==> src/light_flag_pkg.sv <==
// Functional notes
// - Transparent: high run sets alert, high flag
// - Transparent: low run sets low; clears alert outside end-of-conversion
// - Transparent: config access leaves flags; alert too outside end-of-conversion
// - Transparent: alert response is ignored entirely
// - Low limit top bits 11: end-of-conversion
// - Each conversion sets ready; misses keep flags
// - Config read clears conversion ready
// - Shutdown write changes no indication
// - Non-shutdown write clears ready; alert too in transparent end-of-conversion
// - Alert pin low per sense select
// - Config bit 4 picks latched or transparent
// - Latched: fault run latches flag, alert
// - Latched: config read clears alert, flags
// - Latched: alert response clears alert only
package light_flag_pkg;
  localparam int DATA_W = 16;
  localparam int ADDR_W = 8;
  // Register offsets
  localparam logic [7:0] RESULT_OFS = 8'h00;
  localparam logic [7:0] CFG_OFS = 8'h01;
  localparam logic [7:0] LOW_OFS = 8'h02;
  localparam logic [7:0] HIGH_OFS = 8'h03;
  localparam logic [7:0] PIN_OFS = 8'h04;
  // Configuration field positions
  localparam int FAULT_LSB = 0;
  localparam int MASK_EXP_BIT = 2;
  localparam int SENSE_BIT = 3;
  localparam int WINDOW_BIT = 4;
  localparam int FLAG_LO_BIT = 5;
  localparam int FLAG_HI_BIT = 6;
  localparam int READY_BIT = 7;
  localparam int OVF_BIT = 8;
  localparam int OP_LSB = 9;
  localparam int CT_BIT = 11;
  localparam int RANGE_LSB = 12;
  localparam int LOW_EXP_LSB = 14;
  // Read-only bits of the configuration word
  localparam logic [15:0] CFG_RO_MASK = 16'h01E0;
  localparam logic [1:0] OP_SHUTDOWN = 2'h0;
  localparam logic [1:0] LOW_EXP_EOC = 2'h3;
  // Reset values
  localparam logic [15:0] CFG_RST = 16'hC810;
  localparam logic [15:0] LOW_RST = 16'h0000;
  localparam logic [15:0] HIGH_RST = 16'hBFFF;
  // Consecutive fault counts per fault field code
  localparam logic [3:0] FAULT_N0 = 4'h1;
  localparam logic [3:0] FAULT_N1 = 4'h2;
  localparam logic [3:0] FAULT_N2 = 4'h4;
  localparam logic [3:0] FAULT_N3 = 4'h8;
endpackage

==> src/light_threshold_flag_logic.sv <==
`timescale 1ns/10ps
module light_threshold_flag_logic import light_flag_pkg::*; (
  input wire logic clk_in,
  input wire logic arst_n_in,
  input wire logic [ADDR_W-1:0] addr_in,
  input wire logic [DATA_W-1:0] wdata_in,
  input wire logic wr_in,
  input wire logic rd_in,
  output logic [DATA_W-1:0] rdata_out,
  input wire logic conv_done_in,
  input wire logic [DATA_W-1:0] result_in,
  input wire logic alert_resp_in,
  output logic alert_resp_ack_out,
  input wire logic alert_pin_in,
  output logic alert_pin_out,
  output logic alert_pin_oe_n_out,
  output logic [1:0] op_mode_out,
  output logic [3:0] range_out,
  output logic conv_time_out
);
  logic [15:0] cfg_r;
  logic [15:0] low_r;
  logic [15:0] high_r;
  logic [15:0] result_r;
  // Indication state and its next value
  logic flag_hi_r;
  logic flag_lo_r;
  logic ready_r;
  logic alert_r;
  logic flag_hi_nxt;
  logic flag_lo_nxt;
  logic ready_nxt;
  logic alert_nxt;
  // Fault runs: bit 0 for the high limit, bit 1 for the low limit
  logic [1:0] fault_now;
  logic [1:0] run_met;
  logic [15:0] rdata_r;
  logic pin_meta_r, pin_sync_r;
  logic oe_n_r;
  logic ack_r;

  // Address decode
  wire cfg_sel = (addr_in == CFG_OFS);
  wire cfg_rd = rd_in & cfg_sel;
  wire cfg_wr = wr_in & cfg_sel;
  wire [1:0] wr_op = wdata_in[OP_LSB+1:OP_LSB];
  wire wr_run = cfg_wr & (wr_op != OP_SHUTDOWN);
  wire window_mode = cfg_r[WINDOW_BIT];
  wire sense = cfg_r[SENSE_BIT];
  // Sense as it stands after this edge, so pin and state move together
  wire sense_nxt = cfg_wr ? wdata_in[SENSE_BIT] : sense;
  wire low_wr = wr_in & (addr_in == LOW_OFS);
  wire high_wr = wr_in & (addr_in == HIGH_OFS);
  wire eoc_mode = (low_r[LOW_EXP_LSB+1:LOW_EXP_LSB] == LOW_EXP_EOC);
  wire resp_take = alert_resp_in & window_mode & alert_r;

  // Fault count needed from the fault field
  wire [1:0] fault_code = cfg_r[FAULT_LSB+1:FAULT_LSB];
  wire [3:0] fault_need = (fault_code == 2'h0) ? FAULT_N0 :
                          (fault_code == 2'h1) ? FAULT_N1 :
                          (fault_code == 2'h2) ? FAULT_N2 : FAULT_N3;

  // Limit comparisons on the fresh result, strict on both sides
  assign fault_now[0] = (result_in > high_r);
  assign fault_now[1] = (result_in < low_r);

  // One saturating run counter per limit
  for (genvar i = 0; i < 2; i++) begin : g_run
    logic [3:0] cnt_r;
    // Saturate at the longest run so the count never wraps
    wire [3:0] cnt_inc = (cnt_r >= FAULT_N3) ? FAULT_N3 : cnt_r + 4'h1;
    // A conversion inside the limit restarts the run
    wire [3:0] cnt_run = fault_now[i] ? cnt_inc : 4'h0;
    wire [3:0] cnt_nxt = conv_done_in ? cnt_run : cnt_r;
    // Met on the conversion that completes the run
    assign run_met[i] = conv_done_in & (cnt_run >= fault_need);

    // Run count register, advances on conversions only
    always_ff @(posedge clk_in or negedge arst_n_in) begin
      if (!arst_n_in) begin
        cnt_r <= 4'h0;
      end else begin
        cnt_r <= cnt_nxt;
      end
    end
  end

  wire hit_hi = run_met[0];
  wire hit_lo = run_met[1];

  // Conversion ready: set wins over clear
  always_comb begin
    ready_nxt = ready_r;
    if (cfg_rd) begin
      ready_nxt = 1'h0;
    end
    if (wr_run) begin
      ready_nxt = 1'h0;
    end
    if (conv_done_in) begin
      ready_nxt = 1'h1;
    end
  end

  // Flags and alert state per mode
  always_comb begin
    flag_hi_nxt = flag_hi_r;
    flag_lo_nxt = flag_lo_r;
    alert_nxt = alert_r;
    if (window_mode) begin
      // Latched window: clears first, so new faults win
      if (cfg_rd) begin
        flag_hi_nxt = 1'h0;
        flag_lo_nxt = 1'h0;
        alert_nxt = 1'h0;
      end
      if (resp_take) begin
        alert_nxt = 1'h0;
      end
      if (eoc_mode && conv_done_in) begin
        alert_nxt = 1'h1;
      end
      if (hit_hi) begin
        flag_hi_nxt = 1'h1;
        alert_nxt = 1'h1;
      end
      if (hit_lo) begin
        flag_lo_nxt = 1'h1;
        alert_nxt = 1'h1;
      end
    end else if (eoc_mode) begin
      // Transparent flags, alert marks each conversion
      if (cfg_rd || wr_run) begin
        alert_nxt = 1'h0;
      end
      if (conv_done_in) begin
        alert_nxt = 1'h1;
      end
      if (hit_hi) begin
        flag_hi_nxt = 1'h1;
        flag_lo_nxt = 1'h0;
      end else if (hit_lo) begin
        flag_hi_nxt = 1'h0;
        flag_lo_nxt = 1'h1;
      end
    end else begin
      // Transparent: config access has no effect here
      if (hit_hi) begin
        alert_nxt = 1'h1;
        flag_hi_nxt = 1'h1;
        flag_lo_nxt = 1'h0;
      end else if (hit_lo) begin
        alert_nxt = 1'h0;
        flag_hi_nxt = 1'h0;
        flag_lo_nxt = 1'h1;
      end
    end
  end

  // Read data mux
  wire [15:0] cfg_view = {cfg_r[15:8], ready_r, flag_hi_r, flag_lo_r,
                          cfg_r[4:0]};
  wire [15:0] pin_view = {15'h0000, pin_sync_r};
  wire result_sel = (addr_in == RESULT_OFS);
  wire low_sel = (addr_in == LOW_OFS);
  wire high_sel = (addr_in == HIGH_OFS);
  wire pin_sel = (addr_in == PIN_OFS);
  // Unmapped offsets read as zero
  wire [15:0] rd_mux = result_sel ? result_r :
                       cfg_sel ? cfg_view :
                       low_sel ? low_r :
                       high_sel ? high_r :
                       pin_sel ? pin_view : 16'h0000;

  // Pin drive low: active with sense 0 or idle with sense 1
  wire drive_low = alert_nxt ^ sense_nxt;

  // Writable configuration bits; shutdown write only stores fields
  wire [15:0] cfg_wval = (wdata_in & ~CFG_RO_MASK) | (cfg_r & CFG_RO_MASK);

  // Register file
  always_ff @(posedge clk_in or negedge arst_n_in) begin
    if (!arst_n_in) begin
      cfg_r <= CFG_RST;
      low_r <= LOW_RST;
      high_r <= HIGH_RST;
    end else begin
      if (cfg_wr) begin
        cfg_r <= cfg_wval;
      end
      if (low_wr) begin
        low_r <= wdata_in;
      end
      if (high_wr) begin
        high_r <= wdata_in;
      end
    end
  end

  // Result capture
  always_ff @(posedge clk_in or negedge arst_n_in) begin
    if (!arst_n_in) begin
      result_r <= 16'h0000;
    end else if (conv_done_in) begin
      result_r <= result_in;
    end
  end

  // Indication state
  always_ff @(posedge clk_in or negedge arst_n_in) begin
    if (!arst_n_in) begin
      flag_hi_r <= 1'h0;
      flag_lo_r <= 1'h0;
      ready_r <= 1'h0;
      alert_r <= 1'h0;
    end else begin
      flag_hi_r <= flag_hi_nxt;
      flag_lo_r <= flag_lo_nxt;
      ready_r <= ready_nxt;
      alert_r <= alert_nxt;
    end
  end

  // Pin enable, response ack, read data
  always_ff @(posedge clk_in or negedge arst_n_in) begin
    if (!arst_n_in) begin
      oe_n_r <= 1'h1;
      ack_r <= 1'h0;
      rdata_r <= 16'h0000;
    end else begin
      oe_n_r <= ~drive_low;
      ack_r <= resp_take;
      rdata_r <= rd_in ? rd_mux : 16'h0000;
    end
  end

  // Pin level synchroniser
  always_ff @(posedge clk_in or negedge arst_n_in) begin
    if (!arst_n_in) begin
      // Start at the pulled-up idle level of the wire
      pin_meta_r <= 1'h1;
      pin_sync_r <= 1'h1;
    end else begin
      pin_meta_r <= alert_pin_in;
      pin_sync_r <= pin_meta_r;
    end
  end

  // Bus, pin and response outputs
  assign rdata_out = rdata_r;
  assign alert_pin_out = 1'h0; // Open drain: only ever pulls low
  assign alert_pin_oe_n_out = oe_n_r;
  assign alert_resp_ack_out = ack_r;
  // Converter control fields straight from the configuration
  assign op_mode_out = cfg_r[OP_LSB+1:OP_LSB];
  assign range_out = cfg_r[RANGE_LSB+3:RANGE_LSB];
  assign conv_time_out = cfg_r[CT_BIT];
endmodule // light_threshold_flag_logic

==> config.mk <==
export PLATFORM = sky130hd
export DESIGN_NAME = light_threshold_flag_logic
export DESIGN_NICKNAME = d
export VERILOG_FILES = /design/src/light_flag_pkg.sv /design/src/light_threshold_flag_logic.sv
export SDC_FILE = /design/constraint.sdc
export NUM_CORES = 1
export LEC_CHECK = 0
export ABC_AREA = 1
export BUFFER_PORTS_ARGS = -buffer_cell sky130_fd_sc_hd__clkbuf_2
export CAP_MARGIN = 20
export CORE_MARGIN = 2
export CORE_UTILIZATION = 55
export CTS_CLUSTER_SIZE = 25
export DETAILED_ROUTE_END_ITERATION = 16
export PLACE_DENSITY_LB_ADDON = 0.15
export SYNTH_ARGS = -nofsm -noshare
export SYNTH_HDL_FRONTEND = slang
export SYNTH_SLANG_ARGS = --single-unit
==> constraint.sdc <==
create_clock -name clk_in -period 5.1 [get_ports clk_in]
set_input_delay 0.255 -clock clk_in [delete_from_list [all_inputs] [get_ports clk_in]]
set_output_delay 0.255 -clock clk_in [all_outputs]
set_load 0.02 [all_outputs]
==> results of run 1 <==
-- cells by family after synthesis --
family / share of synthesized area [%]
simple gates: 21.8
compound gates: 13.1
buf+inv: 9.42
flops: 45.2
fa+ha+maj: 10.4
other cells: 0.0728
-- routing by layer --
layer  GRT usage, %  vias up  routed length (um)
li1               -     2214                   -
met1           40.3     2055                6180
met2           38.8      176                5440
met3           4.51       21                 961
met4           8.01        0                 234
met5              0        -                   0
-- worst max-delay path by stage --
stage	from	to	slack (ps)	depth (start not counted)
floorplan	high_r[15]	flag_lo_r	2460	18
global placement	high_r[15]	flag_lo_r	2220	18
detailed placement	high_r[15]	flag_lo_r	1930	18
CTS	high_r[15]	flag_lo_r	1910	18
global route	high_r[15]	flag_lo_r	1580	18
finish	high_r[15]	flag_lo_r	1860	18
-- synthesized netlist by cell type --
cell type and n:
o21bai_1 2, dfstp_2 22, o22ai_1 11, buf_2 7, conb_1 1, nand2_2 2
a31oi_1 1, a21oi_1 33, o21ai_1 2, a41oi_1 1, nand2_1 179, nor3_1 6
inv_1 89, clkbuf_1 12, nand4_1 12, nor2_4 2, dfrtp_1 70, or2_0 1
or2_2 1, nor2_1 44, o221ai_1 1, inv_2 2, buf_4 7, nand3b_1 1
nand3_4 1, o21ai_0 77, nand3_1 20, ha_1 43, buf_6 1, nor2_2 1
a211oi_1 1
-- cell type report --
type | count | area [um^2] | area share (%)
Clock buffer | 12 | 165 | 2.88
Sequential cell | 92 | 2330 | 40.7
Inverter | 91 | 342 | 5.96
Clock inverter | 4 | 31.3 | 0.546
Timing Repair Buffer | 74 | 385 | 6.72
Tap cell | 111 | 139 | 2.42
Multi-Input combinational cell | 443 | 2340 | 40.8
-- what timing repair did --
action,in CTS,in global routing
setup endpoints to repair,0,0
gates resized for setup,0,0
endpoints found under the hold margin,41,0
hold buffers,2,0
buffers inserted,0,0
-- power breakdown --
part	switching, mW	internal (mW)	total, mW
combinational	0.188	0.112	0.300
clock	0.267	0.220	0.487
sequential	0.0409	0.793	0.834
-- tightest hold or removal path, delay by kind of cell --
family                 cells  cell delay, ps
buffers and inverters      2             130
AO/OA/AOI/OAI              1              80
-- stage by stage --
| stage | util [%] | worst slack, ps | cells |
|---|---|---|---|
| 2_1_floorplan | - | 2460 | 653 |
| 3_3_place_gp | 60.2 | 2220 | 809 |
| 3_5_place_dp | 60.2 | 1930 | 809 |
| 4_1_cts | 62.6 | 1910 | 827 |
| 5_1_grt | 62.6 | 1580 | 827 |
| 6_report | 62.6 | 1860 | 827 |
-- registers in the layout (all words and copies together) (netlist names) --
name and flops:
high_r 16, low_r 16, rdata_out 16, result_r 16
cfg_r 12, g_run.cnt_r 8, alert_pin_oe_n_out 1, alert_r 1
alert_resp_ack_out 1, flag_hi_r 1, flag_lo_r 1, pin_meta_r 1
pin_sync_r 1, ready_r 1
-- cells in the final DEF (no fill, tap or decap) --
master         count
ha_1              43
nor2_1            44
clkbuf_2          70
nand2_2            2
nand3_4            1
nor2_2             1
a31oi_1            1
o21bai_1           2
conb_1             1
inv_2              2
o22ai_1           11
nand3b_1           1
dfstp_2           22
nor3_1             6
a21oi_1           33
nand2_1          179
clkinv_2           1
clkinv_4           2
dlygate4sd3_1      2
nand3_1           20
nand4_1           12
inv_1             89
or2_0              1
inv_6              1
o21ai_1            2
a211oi_1           1
o21ai_0           77
o221ai_1           1
nor2_4             2
a41oi_1            1
or2_2              1
dfrtp_1           70
buf_4              2
clkbuf_8          12
==> impl_metrics.tcl, run 1 <==
set metrics [dict create \
    syn_inst 653 \
    cts_tree "done" \
    critPathCaptureType "register" \
    synth_top_area_cell "dfrtp_1" \
    min_from "wdata_in[7]" \
    hold_ws_ps 89.1 \
    gp_congestion 0.963 \
    setup_tns_ps 0 \
    ff2ff_path_depth 18 \
    grt_max_degree 52 \
    clockBufferDepth 2 \
    hold_viol_final 0 \
    rsz0062_at_grt "no" \
    period_minus_slack_ps 3240 \
    r2r_start "high_r[15]" \
    clkTransAtPathRegs_ps 90 \
    finalSetupViolCount 0 \
    fin_nets 801 \
    vias_per_cell 5.40 \
    numClockSinks 92 \
    die_h_um 101 \
    post_dp_cell_area_mm2 0.00551 \
    cts_buffers 9 \
    coreArea_mm2 0.00915 \
    path_class "reg2reg" \
    p_leak_nw 2.92 \
    critPathLaunchType "register" \
    hp-class "in2reg" \
    ant_nets 0 \
    io_pins 73 \
    worstPathMaxFanout 6 \
    route.detailed.drc 0 \
    ys_top_cells_by_area "dfrtp_1 34%, nand2_1 13%, dfstp_2 11%, ha_1 10%, o21ai_0 7.5%" \
    wl_per_cell_um 15.5 \
    dpl.hpwl_um 9860 \
    crit_top_cell "nand2_1" \
    grt_pass1_wl_um 20500 \
    path_cells "inv_1, ha_1, nand4_1, nor3_1, nand3_1, nand3_1, nand2_1, nor3_1, ha_1, inv_1, o21bai_1, nand2_1, nand3_1, nand2_1, nand2_1, nor2_1, a21oi_1, o21ai_0" \
    syn_area_mm2 0.00515 \
    ys_types 31 \
    crit_required_ps 5370 \
    finClkSkew_ps 9.71 \
    slowest_stage "dfstp_2" \
    antenna_found_initial 0 \
    max_freq_mhz 309 \
    status "finished, final reports clean" \
    final_area_mm2 0.00573 \
    grt_pass1_vias 4042 \
    relSlewSlack_pct 35.6 \
    die_area_mm2 0.0102 \
    ys_warn_count 0 \
    cp_num_buf_inv 2 \
    dieWidth_um 101 \
    irDropWorstVdd_v 0.000170 \
    syn2layout_area_growth_pct 11.2 \
    drv_slew 0 \
    synth_nets 743 \
    drive_above_1_share_pct 16.6 \
    drtIter0Drc 274 \
    p_per_area_mw_per_mm2 283 \
    critical_path_arrival_ps 3510 \
    yosysSeqAreaShare_pct 45.2 \
    worst_pin_slew_ps 964 \
    min_path_cells 3 \
    clock_latency_ps 370 \
    reg2reg_slack_ps 1860 \
    min_to "high_r[7]" \
    vias 4466 \
    critPathMaxStageDelay_ps 540 \
    placementRows 35 \
    io_buffers 71 \
    grt_usage_pct 26.5 \
    start_util_pct 56.3 \
    yosys_register_bits 92 \
    routed_wl_um 12800 \
    cap_viol_max_count 0 \
    n_antenna_cell 0 \
    dr.pass1.iters 5 \
    path_delay_family "simple AND/OR/NAND/NOR gates" \
    timing.rr.end "flag_lo_r" \
    period_share_pct 63.5 \
    syn_avg_cell_area_um2 7.89 \
    yosys.area.top_type_share_pct 34.0 \
    cts_root_buf "clkbuf_8" \
    nFillCells 831 \
    power_mw 1.62 \
    overflow 0 \
    cts_max_level 3 \
]
(Power assumes the default switching activity.)
==> run 2, diff against run 1 <==
==> constraint.sdc (replaced) <==
create_clock -name clk_in -period 3.1 [get_ports clk_in]
set_input_delay 0.155 -clock clk_in [delete_from_list [all_inputs] [get_ports clk_in]]
set_output_delay 0.155 -clock clk_in [all_outputs]
set_load 0.02 [all_outputs]
==> run 2 against run 1 <==
  * Die area did not move
  * Flip-flop and latch count unchanged
  * Global-route usage up 0.48 points
  * Clock skew about the same
  * Via count up 0.96%
  * Setup slack lost 1600 ps
==> impl_metrics.tcl, run 2 (same netlist as run 1, synthesis figures left out) <==
set metrics [dict create \
    io_pins 73 \
    antenna_found_initial 0 \
    final_core_util_pct 64.0 \
    gp_congestion 0.960 \
    cp_num_buf_inv 2 \
    period_share_pct 91.5 \
    dpl.hpwl_um 9940 \
    dieWidth_um 101 \
    critPathCaptureType "register" \
    dr.pass1.iters 5 \
    coreArea_mm2 0.00915 \
    status "finished, final reports clean" \
    n_antenna_cell 0 \
    post_dp_cell_area_mm2 0.00556 \
    die_area_mm2 0.0102 \
    grt_pass1_vias 4151 \
    drv_slew 0 \
    drtIter0Drc 312 \
    layout_setup_ws_ps 263 \
    critical_path_arrival_ps 3140 \
    clockBufferDepth 2 \
    hold_viol_final 0 \
    met1_usage_pct 39.6 \
    relSlewSlack_pct 39.5 \
    crit_required_ps 3400 \
    clkTransAtPathRegs_ps 100 \
    overflow 0 \
    io_buffers 71 \
    grt-busiest-layer "met1" \
    period_minus_slack_ps 2840 \
    path_delay_family "simple AND/OR/NAND/NOR gates" \
    die_h_um 101 \
    p_int_mw 1.88 \
    final_area_mm2 0.00586 \
    grt_pass1_wl_um 20800 \
    route.detailed.drc 0 \
    syn2layout_area_growth_pct 13.6 \
    routed_wl_um 12900 \
    p_per_area_mw_per_mm2 462 \
    finalSetupViolCount 0 \
    worstPathMaxFanout 5 \
    fin_nets 811 \
    grt_use_met3_pct 5.06 \
    start_util_pct 56.3 \
    final_common_cell "nand2_1" \
    switching_power_uw 826 \
    ant_nets 0 \
    hp-class "in2reg" \
    place_ws_ps 159 \
    vias_per_cell 5.39 \
    seqCellArea_mm2 0.00233 \
    most-common-layout-cells "175 x nand2_1, 89 x inv_1, 77 x o21ai_0" \
    p_sw_share_pct 30.5 \
    drive_above_1_share_pct 18.6 \
    power.share.combinational_pct 19.4 \
    nFillCells 824 \
    worst_pin_slew_ps 905 \
    path_cells "inv_1, ha_1, nand4_1, nor3_2, nand3_1, nand3_2, nand2_2, nor3_2, ha_1, inv_1, o21bai_1, nand2_1, nand3_1, nand2_2, nand2_1, nor2_2, a21oi_1, o21ai_0" \
    critPathMaxStageDelay_ps 540 \
    critPathLaunchType "register" \
    dpl.cell_count 815 \
    use_met2_pct 38.9 \
    finClkSkew_ps 10.2 \
    cts_max_level 3 \
    wl_per_cell_um 15.4 \
    irDropWorstVdd_v 0.000258 \
    p_clk_share_pct 29.9 \
    cap_viol_max_count 0 \
    slowest_stage "dfstp_2" \
    numClockSinks 92 \
    p_seq_share_pct 50.7 \
    multi_input_area_mm2 0.00237 \
    grt_max_degree 51 \
    placementRows 35 \
    fin_cells 837 \
    clock_latency_ps 370 \
    vias 4509 \
    max_freq_mhz 352 \
    power_mw 2.71 \
    p_leak_nw 2.97 \
    cts_root_buf "clkbuf_8" \
    cts_buffers 9 \
    path_class "reg2reg" \
    grt_usage_pct 27.0 \
    cts_tree "done" \
]
[run 2: cell types whose count changed in the layout (fill, tap and decap cells not counted), sizes merged]
| cell | previous run | this run |
|---|---|---|
| bufinv | 0 | 1 |
| dlygate4sd3 | 2 | 6 |
| clkbuf | 82 | 79 |
| clkinvlp | 0 | 2 |
| buf | 2 | 8 |
[run 2: final cells by class]
class	instances	share of cell area (%)
flip-flops and latches	92	39.8
well taps	111	2.37
multi-input cells	443	40.6
inverters	91	5.83
clock buffers	9	2.12
clock inverters	7	1.30
repair buffers	84	8.03
[run 2: power groups by stage]
stage               combinational (mW)  clock [mW]  sequential [mW]
finish                           0.524       0.810             1.37
global route                     0.602       0.873             1.39
CTS                              0.504       0.833             1.37
detailed placement               0.496           0             1.39
global placement                 0.473           0             1.39
floorplan                        0.329           0             1.38
[run 2: worst min-delay path, cell delays in order]
cell	delay, ps
clkbuf_2	80
inv_1	50
o21ai_0	90
[run 2: stage by stage]
stage	hold slack [ps]	TNS (ps)
4_1_cts	9.45	0
3_3_place_gp	214	0
6_report	9.05	0
2_1_floorplan	-141	0
3_5_place_dp	210	0
5_1_grt	22.7	-2.69
[run 2: final timing paths]
kind | start | to | slack [ps] | depth (start not counted)
min | wdata_in[7] | high_r[7] | 9 | 3
max in group asynchronous | arst_n_in | alert_pin_oe_n_out | 1990 | 3
max | high_r[15] | flag_lo_r | 260 | 18
min reg2reg | pin_meta_r | pin_sync_r | 360 | 0
max reg2reg | high_r[15] | flag_lo_r | 260 | 18
min in group asynchronous | arst_n_in | rdata_out[8] | 340 | 2
[run 2: per-layer routing]
layer / part of all wire (%) / up-vias
met5: 0 / -
met4: 3.3 / 0
met3: 7.1 / 31
met2: 42 / 181
met1: 48 / 2067
li1: - / 2230
[run 2: repair_timing]
action / 4_1_cts / 5_1_grt
setup endpoints to repair: 0 / 4
endpoints found under the hold margin: 36 / 0
hold buffers: 6 / 0
setup buffers: 0 / 0
gates resized for setup: 0 / 10
